[config.mk]
export PLATFORM = sky130hd
export DESIGN_NAME = kcsr_top
export DESIGN_NICKNAME = d
export VERILOG_FILES = /design/src/hw/kcsr_pkg.sv /design/src/hw/kcsr_pulse.sv /design/src/hw/kcsr_top.sv
export SDC_FILE = /design/constraint.sdc
export NUM_CORES = 1
export LEC_CHECK = 0
export ABC_AREA = 1
export BUFFER_PORTS_ARGS = -buffer_cell sky130_fd_sc_hd__clkbuf_2
export CORE_ASPECT_RATIO = 0.8
export CORE_UTILIZATION = 46
export DETAILED_ROUTE_END_ITERATION = 8
export GPL_TIMING_DRIVEN = 0
export PLACE_DENSITY = 0.93
export SYNTH_ARGS = -nofsm -noshare
export SYNTH_HDL_FRONTEND = slang
export SYNTH_SLANG_ARGS = --single-unit
[constraint.sdc]
create_clock -name CLOCK -period 1.55 [get_ports CLOCK]
set_input_delay 0.31 -clock CLOCK [delete_from_list [all_inputs] [get_ports CLOCK]]
set_output_delay 0.31 -clock CLOCK [all_outputs]
set_load 0.05 [all_outputs]
[src/hw/kcsr_pkg.sv]
// package: register map, field positions and carrier structs for the csr slice
package kcsr_pkg;

  localparam int ADDR_W = 11;
  localparam int DATA_W = 32;

  // word addresses
  localparam logic [10:0] ADDR_FEC_CTRL   = 11'h4b0;
  localparam logic [10:0] ADDR_SEQ_STAT   = 11'h4b1;
  localparam logic [10:0] ADDR_FEC_INJ    = 11'h4b2;
  localparam logic [10:0] ADDR_RSVD_LO    = 11'h4b5;
  localparam logic [10:0] ADDR_RSVD_HI    = 11'h4bf;
  localparam logic [10:0] ADDR_AN_CTRL    = 11'h4c0;
  localparam logic [10:0] ADDR_AN_ACT     = 11'h4c1;

  // fec_control_word fields
  localparam int B_SEQ_RESTART = 0;
  localparam int B_FEC_EN      = 16;
  localparam int B_FEC_ERR_IND = 17;
  localparam int B_FEC_REQ     = 18;

  // sequencer_fec_status fields
  localparam int B_LINK_READY  = 0;
  localparam int B_AN_TMO      = 1;
  localparam int B_LT_TMO      = 2;
  localparam int B_MODE_LO     = 8;
  localparam int MODE_W        = 6;
  localparam int B_FEC_ABIL    = 16;
  localparam int B_ERRIND_ABIL = 17;

  // fec_error_inject fields
  localparam int B_FEC_INJ     = 11;

  // autoneg_control fields
  localparam int B_AN_EN       = 0;
  localparam int B_BASE_PG     = 1;
  localparam int B_NEXT_PG     = 2;
  localparam int B_RFAULT      = 3;
  localparam int B_NONCE       = 4;
  localparam int B_OVERRIDE    = 5;

  // autoneg_actions fields
  localparam int B_AN_RESET    = 0;
  localparam int B_TX_RESTART  = 4;
  localparam int B_NP_READY    = 8;

  localparam logic       AN_EN_RST = 1'b1;
  localparam logic [31:0] ZERO32   = 32'h0000_0000;

  // management write/read request
  typedef struct packed {
    logic [10:0] addr;
    logic [31:0] wdata;
    logic        wr;
    logic        rd;
  } kcsr_req_t;

  // status arriving from the sequencer
  typedef struct packed {
    logic              link_ready;
    logic              an_timeout;
    logic              lt_timeout;
    logic [5:0]        mode;
  } kcsr_seq_t;

  // one-cycle action pulses
  typedef struct packed {
    logic seq_restart;
    logic fec_inject;
    logic an_reset;
    logic tx_restart;
    logic np_ready;
  } kcsr_pulse_t;

  // static control levels
  typedef struct packed {
    logic fec_enable;
    logic fec_err_ind;
    logic fec_request;
    logic an_enable;
    logic user_base_page;
    logic user_next_page;
    logic remote_fault;
    logic force_nonce;
    logic param_override;
  } kcsr_ctrl_t;

endpackage

[src/hw/kcsr_pulse.sv]
// module: self-clearing action bit that issues a one-cycle pulse
module kcsr_pulse (
  // clock and reset
  input  wire logic CLOCK,
  input  wire logic RST,
  // request and qualifier
  input  wire logic set_i,
  input  wire logic allow_i,
  // pulse out
  output logic      pulse_o
);

  always_ff @(posedge CLOCK) begin
    if (RST) begin
      pulse_o <= 1'b0;
    end else begin
      pulse_o <= set_i & allow_i;
    end
  end

endmodule

[src/hw/kcsr_top.sv]
// module: sequencer, fec and auto-negotiation control/status registers
// Behaviour
// - fec enable bit switches fec; resets to the fec default parameter.
// - error-indication enable bit forwards fec decode errors to pcs.
// - link-ready status follows the sequencer link-ready signal.
// - negotiation timeout latches high, clears on negotiation restart unless a timeout arrives in that cycle.
// - training timeout status set when sequencer reports training timeout.
// - six-bit mode field reports sequencer pcs mode, one bit each.
// - fec ability bit fixed by the fec build parameter.
// - error-indication ability bit reads 1 when errors can be reported.
// - writing 1 injects one transmit fec error pulse, then clears.
// - reserved word range stays unimplemented, reads zero.
// - negotiation enable bit enables negotiation, resets to 1.
// - base-page bit selects user base pages over generated ones.
// - next-page bit selects user next pages over null messages.
// - remote-fault bit advertises remote fault in negotiation pages.
// - nonce-force bit forces the transmitted nonce to a fixed value.
// - override bit takes advertised values from override bits.
// - writing 1 resets all negotiation state machines, then clears.
// - transmit restart pulses only while tx machine negotiates; clears.
// - next-page-ready sends extended next page, then clears.
// - writing 1 restarts sequencer and pcs reconfiguration, then clears.
module kcsr_top
  import kcsr_pkg::*;
#(
  parameter logic fec_default_param = 1'b1,
  parameter logic fec_build_param   = 1'b1,
  parameter logic err_ind_ability   = 1'b1
) (
  // clock and reset
  input  wire logic                 CLOCK,
  input  wire logic                 RST,
  // management port
  input  wire logic [10:0]          ADDRESS,
  input  wire logic                 WRITE,
  input  wire logic                 READ,
  input  wire logic [31:0]          WRITEDATA,
  output logic      [31:0]          READDATA,
  output logic                      READDATAVALID,
  // sequencer status
  input  wire logic                 SEQ_LINK_READY,
  input  wire logic                 NEGOTIATION_TIMEOUT_FLAG,
  input  wire logic                 TRAINING_TIMEOUT_FLAG,
  input  wire logic [5:0]           SEQ_MODE,
  input  wire logic                 SEQ_AN_RESTARTED,
  input  wire logic                 TX_SM_IN_AN,
  // control levels and action pulses
  output kcsr_pkg::kcsr_ctrl_t      CTRL,
  output kcsr_pkg::kcsr_pulse_t     PULSE
);
  import kcsr_pkg::*;

  // ===========================================================
  // request decode
  kcsr_req_t req;
  assign req = '{addr: ADDRESS, wdata: WRITEDATA, wr: WRITE, rd: READ};

  logic wr_fec;
  logic wr_inj;
  logic wr_anc;
  logic wr_act;
  assign wr_fec = req.wr & (req.addr == ADDR_FEC_CTRL);
  assign wr_inj = req.wr & (req.addr == ADDR_FEC_INJ);
  assign wr_anc = req.wr & (req.addr == ADDR_AN_CTRL);
  assign wr_act = req.wr & (req.addr == ADDR_AN_ACT);

  // ===========================================================
  // status capture
  kcsr_seq_t seq_q;
  always_ff @(posedge CLOCK) begin
    if (RST) begin
      seq_q <= '0;
    end else begin
      seq_q.link_ready <= SEQ_LINK_READY;
      seq_q.lt_timeout <= TRAINING_TIMEOUT_FLAG;
      seq_q.mode       <= SEQ_MODE;
      if (NEGOTIATION_TIMEOUT_FLAG) begin
        seq_q.an_timeout <= 1'b1;
      end else if (SEQ_AN_RESTARTED) begin
        seq_q.an_timeout <= 1'b0;
      end
    end
  end

  // ===========================================================
  // control registers
  kcsr_ctrl_t ctrl_q;
  always_ff @(posedge CLOCK) begin
    if (RST) begin
      ctrl_q                <= '0;
      ctrl_q.fec_enable     <= fec_default_param;
      ctrl_q.an_enable      <= AN_EN_RST;
    end else begin
      if (wr_fec) begin
        ctrl_q.fec_enable  <= req.wdata[B_FEC_EN];
        ctrl_q.fec_err_ind <= req.wdata[B_FEC_ERR_IND];
        ctrl_q.fec_request <= req.wdata[B_FEC_REQ];
      end
      if (wr_anc) begin
        ctrl_q.an_enable      <= req.wdata[B_AN_EN];
        ctrl_q.user_base_page <= req.wdata[B_BASE_PG];
        ctrl_q.user_next_page <= req.wdata[B_NEXT_PG];
        ctrl_q.remote_fault   <= req.wdata[B_RFAULT];
        ctrl_q.force_nonce    <= req.wdata[B_NONCE];
        ctrl_q.param_override <= req.wdata[B_OVERRIDE];
      end
    end
  end
  assign CTRL = ctrl_q;

  // ===========================================================
  // action pulses
  logic p_seq;
  logic p_inj;
  logic p_anr;
  logic p_txr;
  logic p_np;

  kcsr_pulse u_seq (
    .CLOCK   (CLOCK),
    .RST     (RST),
    .set_i   (wr_fec & req.wdata[B_SEQ_RESTART]),
    .allow_i (1'b1),
    .pulse_o (p_seq)
  );
  kcsr_pulse u_inj (
    .CLOCK   (CLOCK),
    .RST     (RST),
    .set_i   (wr_inj & req.wdata[B_FEC_INJ]),
    .allow_i (1'b1),
    .pulse_o (p_inj)
  );
  kcsr_pulse u_anr (
    .CLOCK   (CLOCK),
    .RST     (RST),
    .set_i   (wr_act & req.wdata[B_AN_RESET]),
    .allow_i (1'b1),
    .pulse_o (p_anr)
  );
  kcsr_pulse u_txr (
    .CLOCK   (CLOCK),
    .RST     (RST),
    .set_i   (wr_act & req.wdata[B_TX_RESTART]),
    .allow_i (TX_SM_IN_AN),
    .pulse_o (p_txr)
  );
  kcsr_pulse u_np (
    .CLOCK   (CLOCK),
    .RST     (RST),
    .set_i   (wr_act & req.wdata[B_NP_READY]),
    .allow_i (1'b1),
    .pulse_o (p_np)
  );

  assign PULSE = '{seq_restart: p_seq, fec_inject: p_inj, an_reset: p_anr,
                   tx_restart: p_txr, np_ready: p_np};

  // ===========================================================
  // read mux
  logic [31:0] rd_d;
  always_comb begin
    rd_d = ZERO32;
    case (req.addr)
      ADDR_FEC_CTRL: begin
        rd_d[B_FEC_EN]      = ctrl_q.fec_enable;
        rd_d[B_FEC_ERR_IND] = ctrl_q.fec_err_ind;
        rd_d[B_FEC_REQ]     = ctrl_q.fec_request;
      end
      ADDR_SEQ_STAT: begin
        rd_d[B_LINK_READY]  = seq_q.link_ready;
        rd_d[B_AN_TMO]      = seq_q.an_timeout;
        rd_d[B_LT_TMO]      = seq_q.lt_timeout;
        rd_d[B_MODE_LO +: MODE_W] = seq_q.mode;
        rd_d[B_FEC_ABIL]    = fec_build_param;
        rd_d[B_ERRIND_ABIL] = err_ind_ability;
      end
      ADDR_AN_CTRL: begin
        rd_d[B_AN_EN]    = ctrl_q.an_enable;
        rd_d[B_BASE_PG]  = ctrl_q.user_base_page;
        rd_d[B_NEXT_PG]  = ctrl_q.user_next_page;
        rd_d[B_RFAULT]   = ctrl_q.remote_fault;
        rd_d[B_NONCE]    = ctrl_q.force_nonce;
        rd_d[B_OVERRIDE] = ctrl_q.param_override;
      end
      default: begin
        rd_d = ZERO32;
      end
    endcase
  end

  logic [31:0] rdata_q;
  logic        rvalid_q;
  always_ff @(posedge CLOCK) begin
    if (RST) begin
      rdata_q  <= ZERO32;
      rvalid_q <= 1'b0;
    end else begin
      rvalid_q <= req.rd;
      if (req.rd) begin
        rdata_q <= rd_d;
      end
    end
  end
  assign READDATA      = rdata_q;
  assign READDATAVALID = rvalid_q;

endmodule

==> flow_summary_export.csv, run 1 <==
group,metric,value,unit
yosys,synth_edf_count,0,
critical_path,critical_path_class,"reg2out",
power_and_ir_drop,p_leak,1.26,nW
worst_hold_path,holdCritPathClass,"in2reg",
route,vias,1738,
grt,grt_max_degree,12,
flow_run,cap_violations,0,
yosys,synth_mux_area_share,0,%
clock_network,clock_path_buffers,2,
critical_path,rr_endpoint,"READDATA[2]",
sta,hold_viol_final,0,
critical_path,critPathArrivalTime,0.99,ns
sta,finClkSkew,0.00466,ns
worst_hold_path,hp-start,"SEQ_MODE[1]",
yosys,synth_area_leaders,"dfxtp_1, buf_4, nand2_1",
sta,min_period,1.30,ns
sta,holdWs,0.194,ns
yosys,synth_seq_cells,39,
clock_network,h-tree-depth,2,
power_and_ir_drop,pwr-share-seq,49.3,%
worst_hold_path,hold_depth,3,
floorplanning,design.die.area,0.00415,mm2
critical_path,start_kind,"register",
power_and_ir_drop,total_power,2.09,mW
placed_design,dp.cells,369,
placed_design,portBuffers,65,
cells_and_area,final_layout_size_suffix_gt1_share,31.9,%
yosys,yosysUniqueCellTypes,23,
sta,rsz0062_at_grt,"false",
power_and_ir_drop,power_density,900,mW/mm2
yosys,avgSynthCellArea,7.28,um2
cells_and_area,multi_input_area,707,um2
sta,fin_crit_sh,83.7,%
grt,antenna_found_initial,0,
yosys,synth.largest_area_cell,"dfxtp_1",
sta,timing.fmax,0.771,GHz
cells_and_area,fill_cells,314,
yosys,synth-compound-area-share,3.91,%
floorplanning,die_w,71.8,um
cells_and_area,nets,392,
yosys,synth_top_area_share,43.6,%
cells_and_area,fin_cells,377,
critical_path,rrSetupSlack,0.79,ns
floorplanning,start_util,50.2,%
sta,slew_violations,0,
power_and_ir_drop,internal_power,1.52,mW
sta,tns,0,ns
yosys,yosys_warnings,0,
critical_path,rr_startpoint,"CTRL[3]",
critical_path,slowest_stage,"dfxtp_1",
floorplanning,pin_count,105,
critical_path,rr_worst_depth,4,
cells_and_area,layout-area-overhead-vs-synth,30.0,%
power_and_ir_drop,power_switching,0.571,mW
critical_path,worstPathRequired,1.24,ns
critical_path,worstPathCellList,"clkbuf_2",
clock_network,clock_latency,0.29,ns
sta,slew_headroom,66.2,%
status,status,"complete, no violations",
clock_network,cts_buffers,5,
grt,first_global_vias,1546,
route,remaining_drc_errors,0,
sta,setup_violations,0,
cells_and_area,final-seq-area,781,um2
clock_network,clock_sinks,39,
yosys,async_flop_share,0,%
route,dr.first_iter.drc_count,116,
route,wl_per_cell,11.2,um
critical_path,crit_buf_inv,1,
placed_design,globalplace.congestion,0.800,
grt,gr-total-overflow,0,
power_and_ir_drop,pwr-share-comb,15.2,%
critical_path,cpPeakStageDelay,0.39,ns
grt,track_usage,21.8,%
floorplanning,num_rows,19,
critical_path,crit_path_end_kind,"primary output",
clock_network,cts_root_buf,"clkbuf_8",
yosys,synth_xor_area_share,0,%
power_and_ir_drop,vdd_drop_max,631,uV
floorplanning,core,0.00357,mm2
clock_network,clkTransAtPathRegs,0.07,ns
route,drt_wl_total,4.21,mm
yosys,yosysSeqAreaShare,43.6,%
grt,grt_pass1_wl,6.76,mm
cells_and_area,diodes,0,
placed_design,hpwl,3.20,mm
route,viasPerCell,4.61,
route,ant_nets,0,
worst_hold_path,min_to,"seq_q[1]",
clock_network,cts_tree,"built",
yosys,synth_fa_ha_area_share,0,%
power_and_ir_drop,swShare,27.3,%
critical_path,path_delay_family,"flip-flops",
route,dr.pass1.iters,4,
power_and_ir_drop,clkPwrFrac,35.5,%
yosys,synthSimpleGateAreaFrac,32.0,%
floorplanning,fp.dieH,57.8,um
critical_path,crit_fanout,3,
sta,tightest_slew,0.507,ns
clock_network,cts_resized,0,
yosys,synth_top_family_by_area,"simple AND/OR/NAND/NOR gates",
yosys,ys.flop_type,"dfxtp_1",
yosys,syn_inst,246,
yosys,syn_area,0.00179,mm2
clock_network,hold_buffers,0,
clock_network,post_cts_buffers,0,
[Yosys cell counts, types with 2 or more instances]
library cell,instances
a21oi_1,11
buf_2,2
buf_4,23
clkbuf_1,5
dfxtp_1,39
inv_1,38
nand2_1,41
nand3_1,14
nand4_1,16
nor2_1,40
nor2_4,2
nor3_2,2
o21ai_0,3
[state kept, by name, indices dropped and copies added, names as in the netlist]
name	count
CTRL	9
u_anr.pulse_o	1
u_np.pulse_o	1
READDATAVALID	1
u_seq.pulse_o	1
u_inj.pulse_o	1
u_txr.pulse_o	1
seq_q	9
READDATA	15
[cell usage in the layout, fill, tap and decap left out, drive strengths merged, types with 11 or more instances in the layout]
master and count:
buf 27, a21oi 11, nand2 42, nand3 15, nand4 17, nor2 43
inv 38, clkbuf 78, conb 17, dfxtp 39
[per-layer routing]
metal	part of all wire, %	global-route usage (%)
met5	0	0
met4	2.6	10.9
met3	6.3	5.22
met2	48	36.8
met1	43	26.3
[tightest hold or removal path: stages]
cell      delay [ns]
clkbuf_2        0.08
inv_1           0.04
nor2_1          0.03
[power by group through the flow]
stage	combinational (mW)	clock, mW	sequential, mW
final	0.318	0.744	1.03
after global routing	0.342	0.797	1.03
after CTS	0.316	0.760	1.03
after detailed placement	0.315	0	1.05
after global placement	0.308	0	1.05
after floorplan	0.202	0	1.08
[worst max-delay path by stage]
stage	end	depth (start not counted)	from	slack, ns
after global placement	CTRL[6]	9	ADDRESS[9]	0.21
after CTS	CTRL[5]	1	CTRL[5]	0.25
final	CTRL[5]	1	CTRL[5]	0.25
after floorplan	READDATA[2]	8	ADDRESS[9]	0.42
after global routing	PULSE[4]	2	u_seq.pulse_o	0.21
after detailed placement	CTRL[5]	4	RST	0.16
[cell type report]
class                   count  share of cell area, %
multi-input cells         152                   30.4
well taps                  42                   2.26
repair buffers             65                   14.0
flip-flops and latches     39                   33.5
inverters                  39                   6.29
clock buffers               8                   4.30
plain buffers              32                   9.30
[cell families (layout without fill, tap and decap cells)]
family | after synthesis | in the layout
compound gates | 14 | 14
other cells | 1 | 17
buf+inv | 71 | 144
flops | 39 | 39
simple gates | 121 | 121
[metrics by stage]
step / setup WS, ns / cell area, um2 / util [%]
finish: 0.252 / 2330 / 65.3
global route: 0.214 / 2330 / 65.3
CTS: 0.245 / 2330 / 65.3
detailed placement: 0.157 / 2230 / 62.5
global placement: 0.207 / 2230 / 62.5
floorplan: 0.425 / 1850 / -
No activity file was read; power rests on OpenSTA's default activity.
==> run 2: changes to the inputs <==
--- a/config.mk
+++ b/config.mk
@@ -8,10 +8,10 @@
 export ABC_AREA = 1
 export BUFFER_PORTS_ARGS = -buffer_cell sky130_fd_sc_hd__clkbuf_2
 export CORE_ASPECT_RATIO = 0.8
-export CORE_UTILIZATION = 46
+export CORE_UTILIZATION = 43
 export DETAILED_ROUTE_END_ITERATION = 8
 export GPL_TIMING_DRIVEN = 0
-export PLACE_DENSITY = 0.93
+export PLACE_DENSITY = 0.88
 export SYNTH_ARGS = -nofsm -noshare
 export SYNTH_HDL_FRONTEND = slang
 export SYNTH_SLANG_ARGS = --single-unit
==> constraint.sdc (replaced) <==
create_clock -name CLOCK -period 1.3 [get_ports CLOCK]
set_input_delay 0.26 -clock CLOCK [delete_from_list [all_inputs] [get_ports CLOCK]]
set_output_delay 0.26 -clock CLOCK [all_outputs]
set_load 0.05 [all_outputs]
==> flow_summary_export.csv, run 2 (synthesized netlist as in run 1, its figures left out) <==
group,metric,value,unit
critical_path,crit_fanout,1,
placed_design,globalplace.congestion,0.845,
cells_and_area,nets,392,
sta,hold_viol_final,0,
grt,grt_max_degree,13,
clock_network,clock_sinks,39,
route,ant_nets,0,
clock_network,cts_root_buf,"clkbuf_8",
power_and_ir_drop,vdd_drop_max,709,uV
clock_network,cts_buffers,5,
critical_path,rrSetupSlack,0.56,ns
grt,gr-total-overflow,0,
route,viasPerCell,4.39,
clock_network,post_cts_buffers,0,
sta,tns,0,ns
sta,holdWs,0.148,ns
cells_and_area,fill_cells,382,
route,drt_wl_total,4.01,mm
sta,min_period,1.24,ns
critical_path,rr_endpoint,"READDATA[0]",
power_and_ir_drop,p_leak,1.25,nW
flow_run,cap_violations,0,
sta,rsz0062_at_grt,"false",
floorplanning,core,0.00390,mm2
cells_and_area,layout-area-overhead-vs-synth,30.0,%
cells_and_area,final_layout_size_suffix_gt1_share,32.2,%
floorplanning,fp.dieH,59.7,um
cells_and_area,fin_cells,390,
route,vias,1713,
power_and_ir_drop,power_density,1020,mW/mm2
floorplanning,design.die.area,0.00443,mm2
cells_and_area,diodes,0,
critical_path,rr_startpoint,"CTRL[5]",
clock_network,clock_path_buffers,2,
floorplanning,start_util,45.9,%
sta,timing.fmax,0.808,GHz
critical_path,worstPathRequired,1.04,ns
cells_and_area,fin_area,0.00233,mm2
route,dr.pass1.iters,4,
grt,antenna_found_initial,0,
status,status,"complete, no violations",
sta,finClkSkew,0.00416,ns
placed_design,dp.cells,382,
critical_path,critical_path_class,"reg2out",
sta,tightest_slew,0.503,ns
route,remaining_drc_errors,0,
sta,slew_violations,0,
worst_hold_path,hp-start,"SEQ_LINK_READY",
clock_network,h-tree-depth,2,
placed_design,place_ws,-0.0517,ns
floorplanning,die_w,74.1,um
route,wl_per_cell,10.3,um
floorplanning,pin_count,105,
grt,track_usage,19.5,%
placed_design,hpwl,3.13,mm
clock_network,cts_resized,0,
clock_network,cts_tree,"built",
critical_path,critPathArrivalTime,0.98,ns
critical_path,rr_worst_depth,4,
worst_hold_path,holdCritPathClass,"in2reg",
cells_and_area,multi_input_area,707,um2
critical_path,crit_path_end_kind,"primary output",
cells_and_area,largest_reg_flops,15,
clock_network,clkTransAtPathRegs,0.07,ns
placed_design,place_area,0.00224,mm2
clock_network,clock_latency,0.29,ns
sta,fin_crit_sh,95.2,%
worst_hold_path,min_to,"seq_q[8]",
cells_and_area,final_cell_mix,"clkbuf_2, nand2_1, nor2_1, dfxtp_1, inv_1",
cells_and_area,final_common_cell,"clkbuf_2",
clock_network,hold_buffers,0,
grt,grt_pass1_wl,6.35,mm
cells_and_area,final_util,59.6,%
sta,slew_headroom,66.5,%
placed_design,portBuffers,65,
critical_path,start_kind,"register",
sta,setup_violations,0,
worst_hold_path,hold_depth,3,
floorplanning,num_rows,20,
power_and_ir_drop,total_power,2.38,mW
grt,first_global_vias,1469,
route,dr.first_iter.drc_count,73,
cells_and_area,final-seq-area,781,um2
sta,postLayoutSetupSlackWorst,0.0620,ns
==> run 2: final cells by class <==
class,count,area share (%)
plain buffers,32,9.30
clock buffers,5,2.96
clock inverters,3,0.645
inverters,39,6.29
multi-input cells,152,30.4
flip-flops and latches,39,33.5
well taps,55,2.96
repair buffers,65,14.0
==> run 2: where the power goes <==
part	switching, mW	total (mW)	internal, mW	leakage, nW
Combinational	0.263	0.376	0.113	0.887
Clock	0.408	0.774	0.366	0.0477
Sequential	0.00925	1.23	1.22	0.318
==> run 2: worst max-delay path, cell delays in order (launching register included) <==
cell and delay [ns]:
dfxtp_1 0.33, buf_4 0.10, clkbuf_2 0.26
==> run 2: worst max-delay path by stage <==
stage | from | end | slack, ns | cells past startpoint
6_report | u_anr.pulse_o | PULSE[2] | 0.06 | 2
2_1_floorplan | ADDRESS[9] | READDATA[2] | 0.22 | 8
3_5_place_dp | ADDRESS[3] | READDATA[8] | -0.05 | 7
4_1_cts | u_anr.pulse_o | PULSE[2] | 0.05 | 2
3_3_place_gp | ADDRESS[9] | CTRL[6] | 0.01 | 9
5_1_grt | u_txr.pulse_o | PULSE[1] | 0.02 | 2
==> run 2: metal layers <==
metal  track usage, %  vias up  routed length [um]
met4             9.89        0                  82
met3             5.90       10                 294
met1             22.7      747                1770
li1                 -      902                   -
met2             32.7       54                1850
met5                0        -                   0
